**config.mk**
```make
export PLATFORM = sky130hd
export DESIGN_NAME = adcsc_top
export DESIGN_NICKNAME = d
export VERILOG_FILES = /design/src/rtl/adcsc_pkg.sv /design/src/rtl/adcsc_tad_gen.sv /design/src/rtl/adcsc_top.sv
export SDC_FILE = /design/constraint.sdc
export NUM_CORES = 1
export LEC_CHECK = 0
export BUFFER_PORTS_ARGS = -buffer_cell sky130_fd_sc_hd__buf_4
export CAP_MARGIN = 20
export CORE_AREA = 5 5 105 107
export DETAILED_ROUTE_END_ITERATION = 12
export DIE_AREA = 0 0 110 112
export GPL_TIMING_DRIVEN = 0
export PLACE_DENSITY = 0.82
export SLEW_MARGIN = 20
export SYNTH_ARGS = -nofsm -noshare
export SYNTH_HDL_FRONTEND = slang
export SYNTH_SLANG_ARGS = --single-unit
```
**constraint.sdc**
```tcl
create_clock -name i_clk -period 3.45 [get_ports i_clk]
set_clock_uncertainty 0.1 [all_clocks]
set_input_delay 0.1725 -clock i_clk [delete_from_list [all_inputs] [get_ports i_clk]]
set_output_delay 0.1725 -clock i_clk [all_outputs]
set_load 0.03 [all_outputs]
```
**src/rtl/adcsc_pkg.sv**
```systemverilog
// package of constants for the converter sequencer control block
package adcsc_pkg;
   // register byte addresses (offsets are multiples of four: index * 4)
   localparam logic [7:0] IDX_CONV_CTRL = 8'h1F;
   localparam logic [7:0] IDX_PORT_CFG = 8'h9F;
   localparam logic [7:0] IDX_RES_HIGH = 8'h1E;
   localparam logic [7:0] IDX_RES_LOW = 8'h9E;
   localparam logic [7:0] IDX_STATUS = 8'h20;
   localparam logic [9:0] ADDR_CONV_CTRL = {IDX_CONV_CTRL, 2'b00};
   localparam logic [9:0] ADDR_PORT_CFG = {IDX_PORT_CFG, 2'b00};
   localparam logic [9:0] ADDR_RES_HIGH = {IDX_RES_HIGH, 2'b00};
   localparam logic [9:0] ADDR_RES_LOW = {IDX_RES_LOW, 2'b00};
   localparam logic [9:0] ADDR_STATUS = {IDX_STATUS, 2'b00};
   // conversion control fields
   localparam int CC_CLK_LSB = 6;
   localparam int CC_CHAN_LSB = 3;
   localparam int CC_GO_BIT = 2;
   localparam int CC_ON_BIT = 0;
   // port config fields
   localparam int PC_FMT_BIT = 7;
   localparam int PC_HALVE_BIT = 6;
   localparam logic [7:0] CONV_CTRL_RST = 8'h00;
   localparam logic [7:0] PORT_CFG_RST = 8'h00;
   localparam logic [7:0] CONV_CTRL_WMASK = 8'hFD;
   localparam logic [7:0] PORT_CFG_WMASK = 8'hCF;
   // timing in bit periods
   localparam int BITS_PER_CONV = 10;
   localparam int GAP_PERIODS = 2;
   localparam int STEP_PERIODS = 9;
   localparam int CONV_PERIODS = BITS_PER_CONV + 2;
   // rc clock period and bus clock
   localparam int CLK_PERIOD_NS = 10;
   localparam int RC_PERIOD_NS = 4000;
   localparam int RC_HALF_CYC = RC_PERIOD_NS / (2 * CLK_PERIOD_NS);
   localparam logic [1:0] AXI_OKAY = 2'b00;
   localparam logic [1:0] AXI_SLVERR = 2'b10;
endpackage

```
**src/rtl/adcsc_tad_gen.sv**
```systemverilog
// bit period tick generator: divided system clock or internal rc clock
`timescale 1ns/10ps
module adcsc_tad_gen #(
   parameter int RC_HALF = adcsc_pkg::RC_HALF_CYC
) (
   input wire logic i_clk,
   input wire logic i_arst_n,
   input wire logic i_run,
   input wire logic [1:0] i_sel,
   input wire logic i_halve,
   output logic o_tick
);
   logic [6:0] div_q;
   logic [6:0] div_d;
   logic [6:0] limit;
   logic [15:0] rc_cnt_q;
   logic rc_clk_q;
   logic rc_s1_q;
   logic rc_s2_q;
   logic rc_s3_q;
   logic use_rc;
   logic sys_tick;
   logic rc_tick;
   logic [6:0] base;

   assign base = (i_sel == 2'b00) ? 7'h02 :
                 (i_sel == 2'b01) ? 7'h08 : 7'h20;
   // halve bit doubles system dividers only
   assign limit = i_halve ? {base[5:0], 1'b0} : base;
   assign use_rc = (i_sel == 2'b11);
   assign sys_tick = (div_q == limit - 7'h01);
   assign div_d = (sys_tick || !i_run) ? 7'h00 : div_q + 7'h01;
   // rc edge passes two flops before use
   assign rc_tick = rc_s2_q & ~rc_s3_q;

   always_ff @(posedge i_clk or negedge i_arst_n)
   begin
      if (!i_arst_n)
      begin
         div_q <= 7'h00;
         rc_cnt_q <= 16'h0000;
         rc_clk_q <= 1'b0;
         rc_s1_q <= 1'b0;
         rc_s2_q <= 1'b0;
         rc_s3_q <= 1'b0;
         o_tick <= 1'b0;
      end
      else
      begin
         div_q <= div_d;
         // stands in for the free-running rc oscillator
         if (rc_cnt_q == 16'(RC_HALF - 1))
         begin
            rc_cnt_q <= 16'h0000;
            rc_clk_q <= ~rc_clk_q;
         end
         else
         begin
            rc_cnt_q <= rc_cnt_q + 16'h0001;
         end
         rc_s1_q <= rc_clk_q;
         rc_s2_q <= rc_s1_q;
         rc_s3_q <= rc_s2_q;
         o_tick <= i_run & (use_rc ? rc_tick : sys_tick);
      end
   end
endmodule

```
**src/rtl/adcsc_top.sv**
```systemverilog
// converter sequencer control with axi4-lite register slave
`timescale 1ns/10ps
// Notes on behaviour
// - clock select 00/01/10 gives sysclk/2, /8, /32; 11 rc clock.
// - halve bit doubles system dividers to /4, /16, /64; rc unchanged.
// - channel code 000..100 selects input zero to four.
// - go write with converter on starts during acquisition; go reads one while busy.
// - hardware clears go at completion without a software write.
// - completion loads result, clears go and sets done flag together.
// - converter-on bit enables; off shuts converter fully down.
// - unimplemented control bits ignore writes and read zero.
// - format one right justifies, zero left justifies, spare bits zero.
// - port config code sets each pin analog or digital.
// - port config code also selects the reference sources.
// - each conversion yields a ten bit value of the input.
// - two bit periods pass after completion before the next acquisition, one to two after an abort.
// - holding capacitor stays disconnected during the two-period gap.
// - holding capacitor is never discharged between conversions.
// - sequencer spends twelve bit periods per ten-bit conversion.
// - clearing go mid-conversion aborts, result kept, gap then acquire.
// - compare trigger sets go only while the converter is on.
module adcsc_top #(
   parameter int RC_HALF = adcsc_pkg::RC_HALF_CYC
) (
   input wire logic i_clk,
   input wire logic i_arst_n,
   input wire logic [11:0] i_s_axi_awaddr,
   input wire logic i_s_axi_awvalid,
   output logic o_s_axi_awready,
   input wire logic [31:0] i_s_axi_wdata,
   input wire logic [3:0] i_s_axi_wstrb,
   input wire logic i_s_axi_wvalid,
   output logic o_s_axi_wready,
   output logic [1:0] o_s_axi_bresp,
   output logic o_s_axi_bvalid,
   input wire logic i_s_axi_bready,
   input wire logic [11:0] i_s_axi_araddr,
   input wire logic i_s_axi_arvalid,
   output logic o_s_axi_arready,
   output logic [31:0] o_s_axi_rdata,
   output logic [1:0] o_s_axi_rresp,
   output logic o_s_axi_rvalid,
   input wire logic i_s_axi_rready,
   input wire logic i_trigger,
   input wire logic i_cmp_bit,
   output logic o_sar_bit,
   output logic [4:0] o_chan_sel,
   output logic o_sample,
   output logic o_analog_pwr,
   output logic [4:0] o_pin_analog,
   output logic o_vref_pos_pin,
   output logic o_vref_neg_pin,
   output logic o_done_pulse
);
   typedef enum logic [3:0] {
      ST_IDLE = 4'b0001,
      ST_ACQ = 4'b0010,
      ST_CONV = 4'b0100,
      ST_GAP = 4'b1000
   } adcsc_state_t;

   adcsc_state_t st_q, st_d;
   logic [7:0] cc_q;
   logic [7:0] pc_q;
   logic [9:0] res_q;
   logic [9:0] sar_q;
   logic [3:0] bit_q;
   logic [1:0] gap_q;
   logic done_flag_q;
   logic aw_q, w_q;
   logic [9:0] awa_q;
   logic [7:0] wd_q;
   logic tick;
   logic go, on;
   logic wr_fire, rd_fire;
   logic wr_cc, wr_pc, wr_st;
   logic sw_go, sw_stop, hw_start, finish, abort;
   logic [9:0] rd_a;
   logic [7:0] rd_byte;
   logic rd_ok, wr_ok;
   logic [7:0] res_hi, res_lo;
   logic [3:0] pcfg;

   // ---------------------------------------------------------------
   // bit period timing
   // ---------------------------------------------------------------
   adcsc_tad_gen #(.RC_HALF(RC_HALF)) u_tad (
      .i_clk(i_clk),
      .i_arst_n(i_arst_n),
      .i_run(st_q != ST_IDLE),
      .i_sel(cc_q[adcsc_pkg::CC_CLK_LSB +: 2]),
      .i_halve(pc_q[adcsc_pkg::PC_HALVE_BIT]),
      .o_tick(tick)
   );

   // ---------------------------------------------------------------
   // register bus decode
   // ---------------------------------------------------------------
   assign on = cc_q[adcsc_pkg::CC_ON_BIT];
   assign go = cc_q[adcsc_pkg::CC_GO_BIT];
   assign pcfg = pc_q[3:0];
   assign wr_fire = aw_q & w_q & ~o_s_axi_bvalid;
   assign wr_cc = wr_fire && awa_q == adcsc_pkg::ADDR_CONV_CTRL;
   assign wr_pc = wr_fire && awa_q == adcsc_pkg::ADDR_PORT_CFG;
   assign wr_st = wr_fire && awa_q == adcsc_pkg::ADDR_STATUS;
   assign wr_ok = wr_cc | wr_pc | wr_st;
   assign rd_fire = i_s_axi_arvalid & o_s_axi_arready;
   assign rd_a = i_s_axi_araddr[9:0];
   assign rd_ok = (i_s_axi_araddr[11:10] == 2'b00) &&
      (rd_a == adcsc_pkg::ADDR_CONV_CTRL ||
       rd_a == adcsc_pkg::ADDR_PORT_CFG ||
       rd_a == adcsc_pkg::ADDR_RES_HIGH ||
       rd_a == adcsc_pkg::ADDR_RES_LOW ||
       rd_a == adcsc_pkg::ADDR_STATUS);
   assign res_hi = pc_q[adcsc_pkg::PC_FMT_BIT] ? {6'h00, res_q[9:8]}
                                               : res_q[9:2];
   assign res_lo = pc_q[adcsc_pkg::PC_FMT_BIT] ? res_q[7:0]
                                               : {res_q[1:0], 6'h00};
   assign rd_byte =
      (rd_a == adcsc_pkg::ADDR_CONV_CTRL) ? cc_q :
      (rd_a == adcsc_pkg::ADDR_PORT_CFG) ? pc_q :
      (rd_a == adcsc_pkg::ADDR_RES_HIGH) ? res_hi :
      (rd_a == adcsc_pkg::ADDR_RES_LOW) ? res_lo :
      (rd_a == adcsc_pkg::ADDR_STATUS) ? {7'h00, done_flag_q} : 8'h00;

   // software go start; refused when off
   assign sw_go = wr_cc & wd_q[adcsc_pkg::CC_GO_BIT] &
                  wd_q[adcsc_pkg::CC_ON_BIT] & ~go;
   assign sw_stop = wr_cc & ~wd_q[adcsc_pkg::CC_GO_BIT];
   assign hw_start = (sw_go | (i_trigger & on & ~wr_cc)) & st_q == ST_ACQ;
   // abort wins over a finish in the same cycle, result left untouched
   assign finish = st_q == ST_CONV && tick && bit_q == 4'h0 && !abort;
   // abort on go clear or converter off
   assign abort = st_q == ST_CONV && (sw_stop || (wr_cc &&
                  !wd_q[adcsc_pkg::CC_ON_BIT]));

   // ---------------------------------------------------------------
   // sequencer
   // ---------------------------------------------------------------
   always_comb
   begin
      st_d = st_q;
      unique case (st_q)
         ST_IDLE:
            st_d = on ? ST_ACQ : ST_IDLE;
         ST_ACQ:
            st_d = !on ? ST_IDLE : hw_start ? ST_CONV : ST_ACQ;
         ST_CONV:
            st_d = (finish || abort) ? ST_GAP : ST_CONV;
         ST_GAP:
            st_d = (tick && gap_q == 2'(adcsc_pkg::GAP_PERIODS - 1)) ?
                   (on ? ST_ACQ : ST_IDLE) : ST_GAP;
      endcase
   end

   always_ff @(posedge i_clk or negedge i_arst_n)
   begin
      if (!i_arst_n)
      begin
         st_q <= ST_IDLE;
         bit_q <= 4'h0;
         gap_q <= 2'b00;
         sar_q <= 10'h000;
      end
      else
      begin
         st_q <= st_d;
         if (st_q != ST_GAP)
            gap_q <= 2'b00;
         else if (tick)
            gap_q <= gap_q + 2'b01;
         if (hw_start)
         begin
            bit_q <= 4'(adcsc_pkg::CONV_PERIODS - 1);
            sar_q <= 10'h000;
         end
         else if (st_q == ST_CONV && tick && bit_q != 4'h0)
         begin
            bit_q <= bit_q - 4'h1;
            // one result bit per bit period, msb first
            if (bit_q <= 4'(adcsc_pkg::BITS_PER_CONV))
               sar_q[bit_q - 4'h1] <= i_cmp_bit;
         end
      end
   end

   // ---------------------------------------------------------------
   // registers
   // ---------------------------------------------------------------
   always_ff @(posedge i_clk or negedge i_arst_n)
   begin
      if (!i_arst_n)
      begin
         cc_q <= adcsc_pkg::CONV_CTRL_RST;
         pc_q <= adcsc_pkg::PORT_CFG_RST;
         res_q <= 10'h000;
         done_flag_q <= 1'b0;
      end
      else
      begin
         // masked writes keep unimplemented bits zero
         if (wr_cc)
         begin
            cc_q <= (wd_q & adcsc_pkg::CONV_CTRL_WMASK) &
                    ~(8'h01 << adcsc_pkg::CC_GO_BIT);
            // go only reads one once a conversion has really started
            cc_q[adcsc_pkg::CC_GO_BIT] <= hw_start |
               (go & wd_q[adcsc_pkg::CC_GO_BIT] &
                wd_q[adcsc_pkg::CC_ON_BIT] & ~finish);
         end
         else if (hw_start)
            cc_q[adcsc_pkg::CC_GO_BIT] <= 1'b1;
         else if (finish || !on)
            cc_q[adcsc_pkg::CC_GO_BIT] <= 1'b0;
         if (wr_pc)
            pc_q <= wd_q & adcsc_pkg::PORT_CFG_WMASK;
         // result, go clear and flag together
         if (finish)
            res_q <= sar_q;
         // set wins over software clear
         if (finish)
            done_flag_q <= 1'b1;
         else if (wr_st && wd_q[0])
            done_flag_q <= 1'b0;
      end
   end

   // ---------------------------------------------------------------
   // axi4-lite handshake
   // ---------------------------------------------------------------
   always_ff @(posedge i_clk or negedge i_arst_n)
   begin
      if (!i_arst_n)
      begin
         aw_q <= 1'b0;
         w_q <= 1'b0;
         awa_q <= 10'h000;
         wd_q <= 8'h00;
         o_s_axi_awready <= 1'b0;
         o_s_axi_wready <= 1'b0;
         o_s_axi_bvalid <= 1'b0;
         o_s_axi_bresp <= adcsc_pkg::AXI_OKAY;
         o_s_axi_arready <= 1'b0;
         o_s_axi_rvalid <= 1'b0;
         o_s_axi_rdata <= 32'h0000_0000;
         o_s_axi_rresp <= adcsc_pkg::AXI_OKAY;
      end
      else
      begin
         o_s_axi_awready <= ~aw_q & ~o_s_axi_awready & i_s_axi_awvalid;
         o_s_axi_wready <= ~w_q & ~o_s_axi_wready & i_s_axi_wvalid;
         if (o_s_axi_awready)
         begin
            aw_q <= 1'b1;
            awa_q <= (i_s_axi_awaddr[11:10] == 2'b00) ?
                     i_s_axi_awaddr[9:0] : 10'h3FF;
         end
         if (o_s_axi_wready)
         begin
            w_q <= 1'b1;
            wd_q <= i_s_axi_wstrb[0] ? i_s_axi_wdata[7:0] :
                    8'h00;
         end
         if (wr_fire)
         begin
            aw_q <= 1'b0;
            w_q <= 1'b0;
            o_s_axi_bvalid <= 1'b1;
            o_s_axi_bresp <= wr_ok ? adcsc_pkg::AXI_OKAY :
                             adcsc_pkg::AXI_SLVERR;
         end
         else if (i_s_axi_bready)
            o_s_axi_bvalid <= 1'b0;
         o_s_axi_arready <= ~o_s_axi_arready & ~o_s_axi_rvalid &
                            i_s_axi_arvalid;
         if (rd_fire)
         begin
            o_s_axi_rvalid <= 1'b1;
            o_s_axi_rdata <= {24'h00_0000, rd_byte};
            o_s_axi_rresp <= rd_ok ? adcsc_pkg::AXI_OKAY :
                             adcsc_pkg::AXI_SLVERR;
         end
         else if (i_s_axi_rready)
            o_s_axi_rvalid <= 1'b0;
      end
   end

   // ---------------------------------------------------------------
   // analog front end controls
   // ---------------------------------------------------------------
   always_ff @(posedge i_clk or negedge i_arst_n)
   begin
      if (!i_arst_n)
      begin
         o_chan_sel <= 5'h00;
         o_sample <= 1'b0;
         o_analog_pwr <= 1'b0;
         o_pin_analog <= 5'h1F;
         o_vref_pos_pin <= 1'b0;
         o_vref_neg_pin <= 1'b0;
         o_done_pulse <= 1'b0;
         o_sar_bit <= 1'b0;
      end
      else
      begin
         // one-hot channel route, codes above 100 select none
         o_chan_sel <= (cc_q[5:3] <= 3'h4) ?
                       5'(5'h01 << cc_q[5:3]) : 5'h00;
         // switch open in gap; no discharge path exists
         o_sample <= (st_q == ST_ACQ) & on;
         o_analog_pwr <= on;
         o_pin_analog <= pin_map(pcfg);
         o_vref_pos_pin <= (pcfg[0] & ~pcfg[3] & (pcfg[2:1] != 2'b11)) |
                           (pcfg[3] & (pcfg != 4'h9) & (pcfg != 4'hE));
         o_vref_neg_pin <= pcfg[3] & (pcfg[2:0] == 3'h0 |
                           pcfg[1:0] == 2'b11 | pcfg[2] & ~pcfg[1]);
         o_done_pulse <= finish;
         o_sar_bit <= st_q == ST_CONV;
      end
   end

   function automatic logic [4:0] pin_map(input logic [3:0] c);
      unique case (c)
         4'h4, 4'h5, 4'hD: pin_map = 5'h0B;
         4'h6, 4'h7: pin_map = 5'h00;
         4'hE, 4'hF: pin_map = 5'h01;
         default: pin_map = 5'h1F;
      endcase
   endfunction
endmodule

```
# Word-level counts from Yosys, hierarchy flattened
# Index checks and enable logic that the tools add are counted.
# word_totals
ff_bits,125
output_inout_bits,57
word_cells,218
# classes
n_addsub,5
order_cmp,4
eq_ne,30
shift,1
muxes,48
bitwise,50
reduce_logical,44
# op_table
cell,n
8-bit two-way mux,7
10-bit two-way mux,4
10-bit == test (second input constant),3
10-bit by 7-bit == test with 1-bit output (second input constant),3
1-bit AND,28
7-bit two-way mux,3
10-bit by 8-bit == test with 1-bit output (second input constant),2
4-bit by 3-bit == test with 1-bit output (second input constant),5
16-bit by 1-bit adder with 16-bit output (second input constant),1
16-bit by 8-bit == test with 1-bit output (second input constant),1
4-bit == test (second input constant),4
1-bit two-way mux,16
16-bit two-way mux,1
4-bit two-way mux,4
4-bit one-hot mux with 4 select lines,1
2-bit nonzero test,8
1-bit NOT,15
5-bit one-hot mux with 3 select lines,1
1-bit logical AND,13
4-bit inequality test (second input constant),3
10-bit bitwise mux,1
2-bit two-way mux,5
1-bit logical OR,8
7-bit by 1-bit adder with 7-bit output (second input constant),1
other kinds (29),44

# Depth between registers and ports, before layout
# Gate-level depths: netlist of run 1.
# logic_depth
word_depth,12
ltp_mapped,8

# Hierarchy
# From an unflattened synthesis of run 1, not the netlist that was laid out.
# hier_totals
cells_unflattened,525
area_unflattened_um2,5780.5
# by_module_without_submodules
mod,n_inst,cells_each,area_each_um2,seq_area_each_um2
adcsc_top,1,408,4480.5,2332.2
adcsc_tad_gen,1,117,1300.0,700.7

# Least setup slack after synthesis of run 1
# Ideal clock, no wire load.
# synth_path
kind,reg2reg
start,register bit_q[0]
end,register res_q[3]
setup_time_ns,0.125
arrival_time_ns,1.813
path_slack_ns,1.412
stages_incl_launch_ff,9
period_less_slack_ns,2.038
cell_sequence,dfrtp_1 inv_1 ha_1 clkbuf_1 nand2b_1 nor2_1 o211a_4 buf_6 mux2_4
# synth_via
elab_chain_len,3
# synth_lines
element,line_no,text
from (decl),adcsc_top.sv:67,logic [3:0] bit_q;
from (signal assigned),adcsc_top.sv:174,bit_q <= 4'(adcsc_pkg::CONV_PERIODS - 1);
from (signal assigned),adcsc_top.sv:179,bit_q <= bit_q - 4'h1;
4-bit logical NOT,adcsc_top.sv:132,assign finish = st_q == ST_CONV && tick && bit_q == 4'h0 && !abort;
1-bit logical AND (2 in a row),adcsc_top.sv:132,
named net finish,adcsc_top.sv:77,"logic sw_go, sw_stop, hw_start, finish, abort;"
to (signal assigned),adcsc_top.sv:219,res_q <= sar_q;
to (decl),adcsc_top.sv:65,logic [9:0] res_q;
# The timed path passes the listed nets, and every way through them passes these cells.
# A chain may end at the register's enable or synchronous reset.

# Worst setup path after layout of run 1
# layout_path
start,input port i_s_axi_araddr[0]
end,register o_s_axi_rresp[1]
# layout_via
elab_chain_len,7
elab_cells_between_ends,11
cone_classes,5 x eq/ne; 1 x mux; 5 x reduce/logical
# layout_lines
element,line_no,text
from (decl),adcsc_top.sv:37,"input wire logic [11:0] i_s_axi_araddr,"
10-bit by 7-bit == test with 1-bit output / 10-bit == test (equally long branches),"adcsc_top.sv:110, adcsc_top.sv:111",
1-bit logical OR,adcsc_top.sv:110,(rd_a == adcsc_pkg::ADDR_CONV_CTRL ||
1-bit logical OR,adcsc_top.sv:111,rd_a == adcsc_pkg::ADDR_PORT_CFG ||
1-bit logical OR,adcsc_top.sv:112,rd_a == adcsc_pkg::ADDR_RES_HIGH ||
1-bit logical OR (*),adcsc_top.sv:113,rd_a == adcsc_pkg::ADDR_RES_LOW ||
1-bit logical AND (*),adcsc_top.sv:109,assign rd_ok = (i_s_axi_araddr[11:10] == 2'b00) &&
2-bit two-way mux (*),adcsc_top.sv:280,o_s_axi_rresp <= rd_ok ? adcsc_pkg::AXI_OKAY :
to (signal assigned),adcsc_top.sv:246,o_s_axi_rresp <= adcsc_pkg::AXI_OKAY;
to (signal assigned),adcsc_top.sv:280,
to (decl),adcsc_top.sv:41,"output logic [1:0] o_s_axi_rresp,"
# Every way passes the cells marked *; elsewhere a longest branch is shown, timed or not.

==> insert_results.sql, run 1 <==
INSERT INTO impl_metrics (metric_group, metric, value, unit) VALUES
('die', 'floorplan.core_area', '0.0100', 'mm^2'),
('power', 'vdd_drop_max', '264', 'uV'),
('power', 'power.net_switching', '1150', 'uW'),
('die', 'fp.dieH', '112', 'um'),
('finish', 'layout.filler_cells', '669', ''),
('worst_setup_path', 'cp-startpoint', 'i_s_axi_araddr[0]', ''),
('status', 'outcome', 'completed', ''),
('worst_setup_path', 'critical_path.max_stage_delay', '0.60', 'ns'),
('power', 'power.density_cell_area', '537', 'mW/mm^2'),
('worst_setup_path', 'worst_ep_arrival_time', '3.32', 'ns'),
('synth', 'synth_area_per_cell', '10.8', 'um^2'),
('power', 'power.leakage', '0.00343', 'uW'),
('die', 'rows', '37', ''),
('placement', 'place.port_buffers', '68', ''),
('timing', 'finalSetupViolCount', '0', ''),
('die', 'die_x_extent', '110', 'um'),
('drt', 'route.detailed.wl_per_inst', '16.3', 'um'),
('worst_setup_path', 'critical_path_peak_fanout', '3', ''),
('timing', 'max_freq', '330', 'MHz'),
('clock_network', 'post_cts_resized', '0', ''),
('synth', 'synth_most_common_cell', 'dfrtp_1', ''),
('worst_setup_path', 'worst-setup-path-type', 'input port to flop', ''),
('timing', 'maxSlewHeadroom', '0.467', ''),
('timing', 'fin_crit_sh', '0.879', ''),
('clock_network', 'tritoncts', 'done', ''),
('clock_network', 'clk_root_buffer_cell', 'clkbuf_8', ''),
('grt', 'grt_pass1_vias', '4625', ''),
('worst_setup_path', 'timing.rr.start', 'pc_q[7]$_DFFE_PN0P_', ''),
('power', 'power_frac_seq', '0.426', ''),
('grt', 'gr-total-overflow', '0', ''),
('clock_network', 'cts_num_sinks', '121', ''),
('drt', 'drt-initial-drc-count', '260', ''),
('hold_path', 'worst_hold_path_type', 'input port to flop', ''),
('synth', 'netlist.top_cell.by_area', 'dfrtp_1', ''),
('hold_path', 'holdCritStartpoint', 'i_s_axi_wstrb[0]', ''),
('finish', 'flow.area_growth_from_synthesis', '30.5', '%'),
('clock_network', 'tritoncts.num_buffers', '17', ''),
('synth', 'ys_top_cells_by_count', 'dfrtp_1 (117), nor2_1 (42), o21ai_0 (31)', ''),
('timing', 'rsz0062_at_grt', 'false', ''),
('clock_network', 'clock_latency_late_sink', '0.52', 'ns'),
('synth', 'netlist_top_cells_area', 'dfrtp_1 (51%), buf_4 (3.7%), nor2_1 (2.8%)', ''),
('finish', 'area.sequential', '0.00303', 'mm^2'),
('grt', 'grt_antenna_before_repair', '0', ''),
('power', 'power.internal', '2860', 'uW'),
('clock_network', 'clkSlewWorstSetupHoldPaths', '0.06', 'ns'),
('timing', 'final_total_negative_setup_slack', '0', 'ns'),
('placement', 'detailedPlacementHpwl', '8620', 'um'),
('drt', 'via_count', '4566', ''),
('synth', 'synth_warnings', '0', ''),
('finish', 'multi_input_comb_area', '0.00239', 'mm^2'),
('synth', 'ys_dominant_reg_cell', 'dfrtp_1', ''),
('synth', 'synth_cell_type_count', '60', ''),
('synth', 'seq_area_frac_synth', '0.531', ''),
('worst_setup_path', 'crit_required', '3.74', 'ns'),
('worst_setup_path', 'critical-path-top-cell-by-count', 'dlygate4sd3_1', ''),
('timing', 'whs', '0.0121', 'ns'),
('die', 'initial_core_util', '0.569', ''),
('clock_network', 'number_of_setup_buffers_added_after_cts', '0', ''),
('synth', 'synth_seq_cells', '121', ''),
('worst_setup_path', 'crit_chain', 'dlygate4sd3_1 -> buf_4 -> nor3_1 -> dlygate4sd3_1 -> nand3_1 -> a2111oi_0 -> dlygate4sd3_1 -> nor2_1 -> dlygate4sd3_1', ''),
('job', 'maxCapViolCount', '0', ''),
('die', 'area_of_the_die', '0.0123', 'mm^2'),
('clock_network', 'htree_levels', '4', ''),
('clock_network', 'clockBufferDepth', '2', ''),
('worst_setup_path', 'worstSetupEndpointType', 'flop', ''),
('synth', 'post_synth_inst_count', '530', ''),
('drt', 'detail_route.first_pass.iterations', '5', ''),
('synth', 'synth.cell_area', '0.00571', 'mm^2'),
('synth', 'synth_enable_flop_cells', '0', ''),
('timing', 'post-route-min-period', '3.03', 'ns'),
('power', 'share_comb_of_total_power', '0.172', '');
[critical path: cells and delay by family]
family,cells,cell delay (ns)
buffers and inverters,5,2.46
AO/OA/AOI/OAI,1,0.36
AND/OR/NAND/NOR,3,0.33
[worst paths after layout]
check / depth (start not counted) / slack [ns] / endpoint
setup / recovery: 9 / 0.42 / o_s_axi_rresp[1]$_DFFE_PN0P_
hold / removal: 3 / 0.01 / wd_q[7]$_DFFE_PN0P_
setup reg to reg: 6 / 1.00 / o_s_axi_rdata[7]$_DFFE_PN0P_
hold reg to reg: 0 / 0.26 / u_tad.rc_s2_q$_DFF_PN0_
max in group asynchronous: 3 / 2.47 / o_pin_analog[2]$_DFF_PN1_
min in group asynchronous: 2 / 0.05 / u_tad.div_q[6]$_DFF_PN0_
[placed cells by master, fill, tap and decap left out, drive strengths merged, types with 3 or more instances in the layout]
cell type	n
xor2	11
dlygate4sd3	39
clkinvlp	3
nor4	6
mux2i	14
nand2	28
nor3b	7
xnor2	13
ha	8
nor3	22
a21oi	10
a22o	9
o21ai	31
conb	26
nand4	7
and3b	3
and3	6
nor2	42
clkbuf	45
dfrtp	117
nor4b	7
a22oi	6
nor2b	6
inv	23
buf	100
and2	4
nand2b	3
clkinv	4
mux2	18
dfstp	4
a221oi	3
a31oi	3
nand3b	4
nand3	26
o22a	10
[metal layers]
metal | track usage | share of wire | vias to the layer above
li1 | - | - | 2126
met1 | 0.284 | 0.39 | 2210
met2 | 0.398 | 0.52 | 194
met3 | 0.0516 | 0.059 | 36
met4 | 0.0756 | 0.025 | 0
met5 | 0 | 0 | -
[cells by family after synthesis]
group | synth area share
AO/OA/AOI/OAI | 0.108
adder cells (fa/ha/maj) | 0.0175
XOR/XNOR | 0.0368
AND/OR/NAND/NOR | 0.173
other | 0.000656
buffers and inverters | 0.0692
multiplexers | 0.0646
flip-flops | 0.531
[per-stage QoR]
stage,area (um^2),setup WS (ns),instances,util
2_1_floorplan,5810,1.41,555,-
3_3_place_gp,6490,1.24,759,0.646
3_5_place_dp,6530,1.15,760,0.650
4_1_cts,7460,0.533,831,0.743
5_1_grt,7460,0.212,831,0.743
6_report,7460,0.417,831,0.743
[power groups by stage]
| stage | sequential [uW] | combinational (uW) | clock (uW) |
|---|---|---|---|
| after detailed placement | 1720 | 633 | 0 |
| after global placement | 1710 | 606 | 0 |
| after CTS | 1700 | 681 | 1630 |
| final | 1710 | 691 | 1610 |
| after floorplan | 1710 | 432 | 0 |
| after global routing | 1720 | 763 | 1710 |
[registers in the layout (all words and copies together) (netlist names), 2 cells and up]
name and count:
res_q 10, u_tad.rc_cnt_q 16, st_q 4, gap_q 2, wd_q 8, awa_q 10
o_chan_sel 5, sar_q 10, bit_q 4, cc_q 7, u_tad.div_q 7, o_s_axi_rdata 8
pc_q 6, o_pin_analog 3
[final cells by class]
class | count | share of cell area
Buffer | 52 | 0.0414
Clock buffer | 24 | 0.0631
Clock inverter | 8 | 0.00973
Inverter | 23 | 0.0116
Multi-Input combinational cell | 359 | 0.320
Sequential cell | 121 | 0.407
Tap cell | 136 | 0.0228
Timing Repair Buffer | 108 | 0.125
Power figures use the tool's default switching activity.
==> inputs of run 2 (changes only) <==
- RECOVER_POWER: not set -> 25
==> insert_results.sql, run 2 (same netlist as run 1, synthesis figures left out) <==
INSERT INTO impl_metrics (metric_group, metric, value, unit) VALUES
('finish', 'final_cell_mix', 'dfrtp_1 (117), buf_4 (95), nor2_1 (42), dlygate4sd3_1 (39), o21ai_0 (31)', ''),
('timing', 'maxSlewHeadroom', '-0.757', ''),
('clock_network', 'tritoncts', 'done', ''),
('clock_network', 'htree_levels', '4', ''),
('power', 'power', '4010', 'uW'),
('worst_setup_path', 'worst_setup_path_start_kind', 'input port', ''),
('drt', 'remaining_drc_errors', '0', ''),
('grt', 'grt_pass1_vias', '4625', ''),
('timing', 'post-route-min-period', '3.02', 'ns'),
('finish', 'largest_register_ffs', '16', ''),
('worst_setup_path', 'cp-startpoint', 'i_s_axi_araddr[0]', ''),
('grt', 'grt_first_pass_wirelength', '22400', 'um'),
('grt', 'gr-total-overflow', '0', ''),
('timing', 'worst_pin_slew', '2.64', 'ns'),
('worst_setup_path', 'crit_required', '3.74', 'ns'),
('drt', 'drt-initial-drc-count', '237', ''),
('drt', 'via_per_inst', '5.51', ''),
('timing', 'slew_viol_final', '48', ''),
('timing', 'timing.final.hold_violations', '0', ''),
('hold_path', 'worst_hold_path_type', 'input port to flop', ''),
('power', 'vdd_drop_max', '268', 'uV'),
('timing', 'rsz0062_at_grt', 'false', ''),
('drt', 'route.detailed.wl_per_inst', '16.5', 'um'),
('die', 'floorplan.core_area', '0.0100', 'mm^2'),
('finish', 'flow.area_growth_from_synthesis', '30.4', '%'),
('timing', 'fin_crit_sh', '0.876', ''),
('drt', 'via_count', '4580', ''),
('clock_network', 'cts_num_sinks', '121', ''),
('finish', 'registers.top_by_ff_count', 'u_tad.rc_cnt_q', ''),
('power', 'power.leakage', '0.00342', 'uW'),
('die', 'fp.dieH', '112', 'um'),
('placement', 'place.port_buffers', '68', ''),
('finish', 'ant_cells', '0', ''),
('clock_network', 'clkSlewWorstSetupHoldPaths', '0.06', 'ns'),
('grt', 'grt_max_degree', '75', ''),
('worst_setup_path', 'worstSetupEndpointType', 'flop', ''),
('die', 'initial_core_util', '0.569', ''),
('power', 'power.density_cell_area', '538', 'mW/mm^2'),
('drt', 'count_of_antenna_violating_nets_left_after_detailed_routing', '0', ''),
('finish', 'nNetsFinal', '759', ''),
('die', 'rows', '37', ''),
('finish', 'layout.filler_cells', '669', ''),
('timing', 'final_total_negative_setup_slack', '0', 'ns'),
('worst_setup_path', 'critical_path_peak_fanout', '3', ''),
('grt', 'globalRouteTotalUtil', '0.231', ''),
('drt', 'detail_route.first_pass.iterations', '5', ''),
('grt', 'grt_antenna_before_repair', '0', ''),
('clock_network', 'clock_latency_late_sink', '0.52', 'ns'),
('placement', 'detailedPlacementHpwl', '8620', 'um'),
('status', 'failing_checks', 'max-capacitance violations, max-slew violations', ''),
('job', 'maxCapViolCount', '1', ''),
('placement', 'gp_routability_congestion', '0.875', ''),
('die', 'area_of_the_die', '0.0123', 'mm^2'),
('hold_path', 'holdCritStartpoint', 'i_s_axi_wstrb[0]', ''),
('finish', 'mostFrequentLayoutCell', 'dfrtp_1', ''),
('worst_setup_path', 'worst_ep_arrival_time', '3.31', 'ns'),
('worst_setup_path', 'timing.rr.start', 'pc_q[7]$_DFFE_PN0P_', ''),
('clock_network', 'tritoncts.num_buffers', '17', ''),
('worst_setup_path', 'worst-setup-path-type', 'input port to flop', ''),
('clock_network', 'number_of_setup_buffers_added_after_cts', '0', ''),
('clock_network', 'clk_root_buffer_cell', 'clkbuf_8', ''),
('finish', 'layout-drive-gt1-share', '0.226', ''),
('clock_network', 'clockBufferDepth', '2', ''),
('timing', 'finalSetupViolCount', '0', ''),
('timing', 'max_freq', '331', 'MHz'),
('die', 'num_io_pins', '126', ''),
('drt', 'wirelength', '13700', 'um'),
('status', 'outcome', 'complete, but fails checks', ''),
('timing', 'whs', '0.0105', 'ns'),
('die', 'die_x_extent', '110', 'um');
==> run 2: cell count changes in the layout (fill, tap and decap cells not counted), sizes merged <==
cell    previous run  this run
buf              100        99
clkbuf            45        46
==> run 2: per-stage QoR <==
| step | utilization | setup WS (ns) | cells | cell area (um^2) |
|---|---|---|---|---|
| floorplan | - | 1.41 | 555 | 5810 |
| global placement | 0.646 | 1.24 | 759 | 6490 |
| detailed placement | 0.650 | 1.15 | 760 | 6530 |
| CTS | 0.743 | 0.533 | 831 | 7460 |
| global route | 0.742 | 0.212 | 831 | 7450 |
| finish | 0.742 | 0.428 | 831 | 7450 |
==> run 2: critical path: stages <==
cell and delay (ns):
dlygate4sd3_1 0.54, buf_4 0.14, nor3_1 0.14, dlygate4sd3_1 0.60, nand3_1 0.14, a2111oi_0 0.36
dlygate4sd3_1 0.60, nor2_1 0.04, dlygate4sd3_1 0.58
==> run 2: timing repair <==
item                                    in CTS  in global routing
endpoints found under the hold margin      145                  0
resized for setup                            0                  0
hold buffers                                39                  0
endpoints found under the setup margin       0                  0
==> run 2: metal layers <==
layer,part of all wire,vias up,global-route usage
met5,0,-,0
li1,-,2132,-
met1,0.40,2217,0.284
met3,0.059,39,0.0516
met4,0.027,0,0.0756
met2,0.52,192,0.398
==> run 2: power by group <==
| part | leakage (uW) | switching, uW | internal, uW |
|---|---|---|---|
| Clock | 0.000261 | 607 | 1010 |
| Sequential | 0.00157 | 140 | 1570 |
| Combinational | 0.00160 | 407 | 284 |
| Total | 0.00342 | 1150 | 2860 |
==> run 2: final timing paths <==
check                                                to  slack (ns)  cells after the start
max in group asynchronous          bit_q[0]$_DFFE_PN0P_        0.81                      2
hold reg to reg                 u_tad.rc_s2_q$_DFF_PN0_        0.27                      0
setup / recovery           o_s_axi_rresp[1]$_DFFE_PN0P_        0.43                      9
hold / removal                      wd_q[7]$_DFFE_PN0P_        0.01                      3
setup reg to reg           o_s_axi_rdata[7]$_DFFE_PN0P_        0.99                      6
min in group asynchronous      u_tad.div_q[6]$_DFF_PN0_        0.94                      2
==> run 2: final cells by class <==
cell class,instances,area (um^2),area share
flip-flops and latches,121,3030,0.407
multi-input cells,359,2390,0.320
repair buffers,108,925,0.124
clock buffers,24,470,0.0631
plain buffers,52,309,0.0415
well taps,136,170,0.0228
inverters,23,86.3,0.0116
clock inverters,8,72.6,0.00974
==> inputs of run 3 (changes only) <==
- CAP_MARGIN: 20 -> 10
- CORE_AREA: 5 5 105 107 -> 5 5 126 128
- DIE_AREA: 0 0 110 112 -> 0 0 131 133
- PLACE_DENSITY: 0.82 -> 0.59
==> insert_results.sql, run 3 (same netlist as run 1, synthesis figures left out) <==
INSERT INTO impl_metrics (metric_group, metric, value, unit) VALUES
('timing', 'slew_viol_final', '0', ''),
('grt', 'grt_pass1_vias', '4257', ''),
('worst_setup_path', 'crit_required', '3.64', 'ns'),
('drt', 'wirelength', '12600', 'um'),
('die', 'die_x_extent', '131', 'um'),
('timing', 'fin_crit_sh', '0.751', ''),
('finish', 'largest_register_ffs', '16', ''),
('power', 'power', '3980', 'uW'),
('grt', 'grt_first_pass_wirelength', '20900', 'um'),
('grt', 'gr-total-overflow', '0', ''),
('clock_network', 'number_of_setup_buffers_added_after_cts', '0', ''),
('finish', 'mostFrequentLayoutCell', 'dfrtp_1', ''),
('drt', 'remaining_drc_errors', '0', ''),
('drt', 'count_of_antenna_violating_nets_left_after_detailed_routing', '0', ''),
('hold_path', 'holdCritStartpoint', 'i_s_axi_araddr[1]', ''),
('clock_network', 'clkSlewWorstSetupHoldPaths', '0.05', 'ns'),
('die', 'num_io_pins', '126', ''),
('worst_setup_path', 'timing.rr.start', 'o_s_axi_arready$_DFF_PN0_', ''),
('worst_setup_path', 'worst-setup-path-type', 'input port to flop', ''),
('clock_network', 'tritoncts', 'done', ''),
('die', 'initial_core_util', '0.387', ''),
('drt', 'met3_wirelength', '532', 'um'),
('job', 'maxCapViolCount', '0', ''),
('hold_path', 'worst_hold_path.endpoint', 'o_s_axi_rdata[0]$_DFFE_PN0P_', ''),
('drt', 'detail_route.first_pass.iterations', '4', ''),
('die', 'fp.dieH', '133', 'um'),
('worst_setup_path', 'regToRegSetupSlack', '1.07', 'ns'),
('die', 'rows', '45', ''),
('finish', 'post_layout_inst_area', '0.00743', 'mm^2'),
('power', 'power.leakage', '0.00340', 'uW'),
('placement', 'place.port_buffers', '68', ''),
('finish', 'registers.top_by_ff_count', 'u_tad.rc_cnt_q', ''),
('hold_path', 'timing.hold.worst_path_depth', '4', ''),
('power', 'vdd_drop_max', '298', 'uV'),
('timing', 'post-route-min-period', '2.59', 'ns'),
('worst_setup_path', 'critical_path_peak_fanout', '3', ''),
('die', 'area_of_the_die', '0.0174', 'mm^2'),
('worst_setup_path', 'worst-r2r-cell-count', '5', ''),
('clock_network', 'cts_num_sinks', '121', ''),
('timing', 'timing.final.hold_violations', '0', ''),
('timing', 'finalSetupViolCount', '0', ''),
('hold_path', 'worst_hold_path_type', 'input port to flop', ''),
('status', 'outcome', 'completed', ''),
('power', 'power.density_cell_area', '535', 'mW/mm^2'),
('clock_network', 'tritoncts.num_buffers', '17', ''),
('timing', 'final_total_negative_setup_slack', '0', 'ns'),
('drt', 'via_count', '4248', ''),
('timing', 'max_freq', '386', 'MHz'),
('finish', 'layout-drive-gt1-share', '0.230', ''),
('clock_network', 'clock_latency_late_sink', '0.41', 'ns'),
('clock_network', 'post_cts_resized', '0', ''),
('placement', 'gp_routability_congestion', '0.813', ''),
('die', 'floorplan.core_area', '0.0148', 'mm^2'),
('drt', 'route.detailed.wl_per_inst', '14.4', 'um'),
('finish', 'ant_cells', '0', ''),
('finish', 'flow.area_growth_from_synthesis', '30.1', '%'),
('placement', 'detailedPlacementHpwl', '8920', 'um'),
('timing', 'maxSlewHeadroom', '0.484', ''),
('finish', 'nNetsFinal', '750', ''),
('worst_setup_path', 'worst_r2r_endpoint', 'o_s_axi_rresp[1]$_DFFE_PN0P_', ''),
('drt', 'maxUsedRoutingLayer', 'met4', ''),
('clock_network', 'htree_levels', '4', ''),
('drt', 'drt-initial-drc-count', '243', ''),
('grt', 'grt_antenna_before_repair', '0', ''),
('drt', 'drt-met1-wl', '5610', 'um'),
('drt', 'wl_met2', '6280', 'um'),
('worst_setup_path', 'worst_setup_path_start_kind', 'input port', ''),
('placement', 'placed_area', '0.00659', 'mm^2'),
('drt', 'via_per_inst', '4.86', ''),
('timing', 'rsz0062_at_grt', 'false', ''),
('finish', 'final_cell_mix', 'dfrtp_1 (117), buf_4 (95), nor2_1 (42), o21ai_0 (31), dlygate4sd3_1 (30)', ''),
('grt', 'globalRouteTotalUtil', '0.151', ''),
('clock_network', 'clk_root_buffer_cell', 'clkbuf_16', ''),
('worst_setup_path', 'worstSetupEndpointType', 'flop', ''),
('grt', 'grt_max_degree', '72', ''),
('clock_network', 'clockBufferDepth', '2', ''),
('timing', 'worst_pin_slew', '0.771', 'ns'),
('worst_setup_path', 'worst_ep_arrival_time', '2.78', 'ns');
[run 3: worst max-delay path: stages]
cell and delay, ns:
dlygate4sd3_1 0.54, buf_4 0.13, nor3_1 0.18, nand3_1 0.16
a2111oi_0 0.41, dlygate4sd3_1 0.61, nor2_1 0.04, dlygate4sd3_1 0.55
[run 3: stage by stage]
step,util,hold slack [ns],worst slack (ns),instances
2_1_floorplan,-,-0.223,1.41,555
3_3_place_gp,0.444,0.239,1.19,811
3_5_place_dp,0.447,0.0441,1.13,812
4_1_cts,0.504,0.00211,0.925,874
5_1_grt,0.504,0.0195,0.751,874
6_report,0.504,0.0293,0.858,874
[run 3: how the worst max path moves through the flow]
| stage | from | endpoint | slack (ns) | cells after the start |
|---|---|---|---|---|
| floorplan | bit_q[0]$_DFFE_PN0P_ | res_q[3]$_DFFE_PN0P_ | 1.41 | 8 |
| CTS | i_s_axi_araddr[0] | o_s_axi_rresp[1]$_DFFE_PN0P_ | 0.93 | 8 |
| finish | i_s_axi_araddr[0] | o_s_axi_rresp[1]$_DFFE_PN0P_ | 0.86 | 8 |
| detailed placement | bit_q[0]$_DFFE_PN0P_ | res_q[4]$_DFFE_PN0P_ | 1.13 | 8 |
| global route | i_s_axi_araddr[0] | o_s_axi_rresp[1]$_DFFE_PN0P_ | 0.75 | 8 |
| global placement | bit_q[0]$_DFFE_PN0P_ | res_q[8]$_DFFE_PN0P_ | 1.19 | 8 |
[run 3: per-layer routing]
layer,GRT usage,vias to the layer above
met3,0.0363,16
met4,0.0514,0
met1,0.197,2047
li1,-,2102
met5,0,-
met2,0.245,83
[run 3: area by class of cell]
class	instances	area, um^2
Inverter	23	86.3
Sequential cell	121	3030
Clock buffer	21	440
Fill cell	1354	7320
Multi-Input combinational cell	359	2390
Timing Repair Buffer	99	842
Clock inverter	11	100
Tap cell	188	235
Buffer	52	309
[run 3: power breakdown]
group	total, uW	switching [uW]	internal (uW)
registers	1690	126	1570
clock network	1620	629	988
logic	665	389	275
[run 3: what timing repair did]
action	4_1_cts	5_1_grt
endpoints found under the hold margin	76	0
endpoints found under the setup margin	0	0
hold buffers	30	0
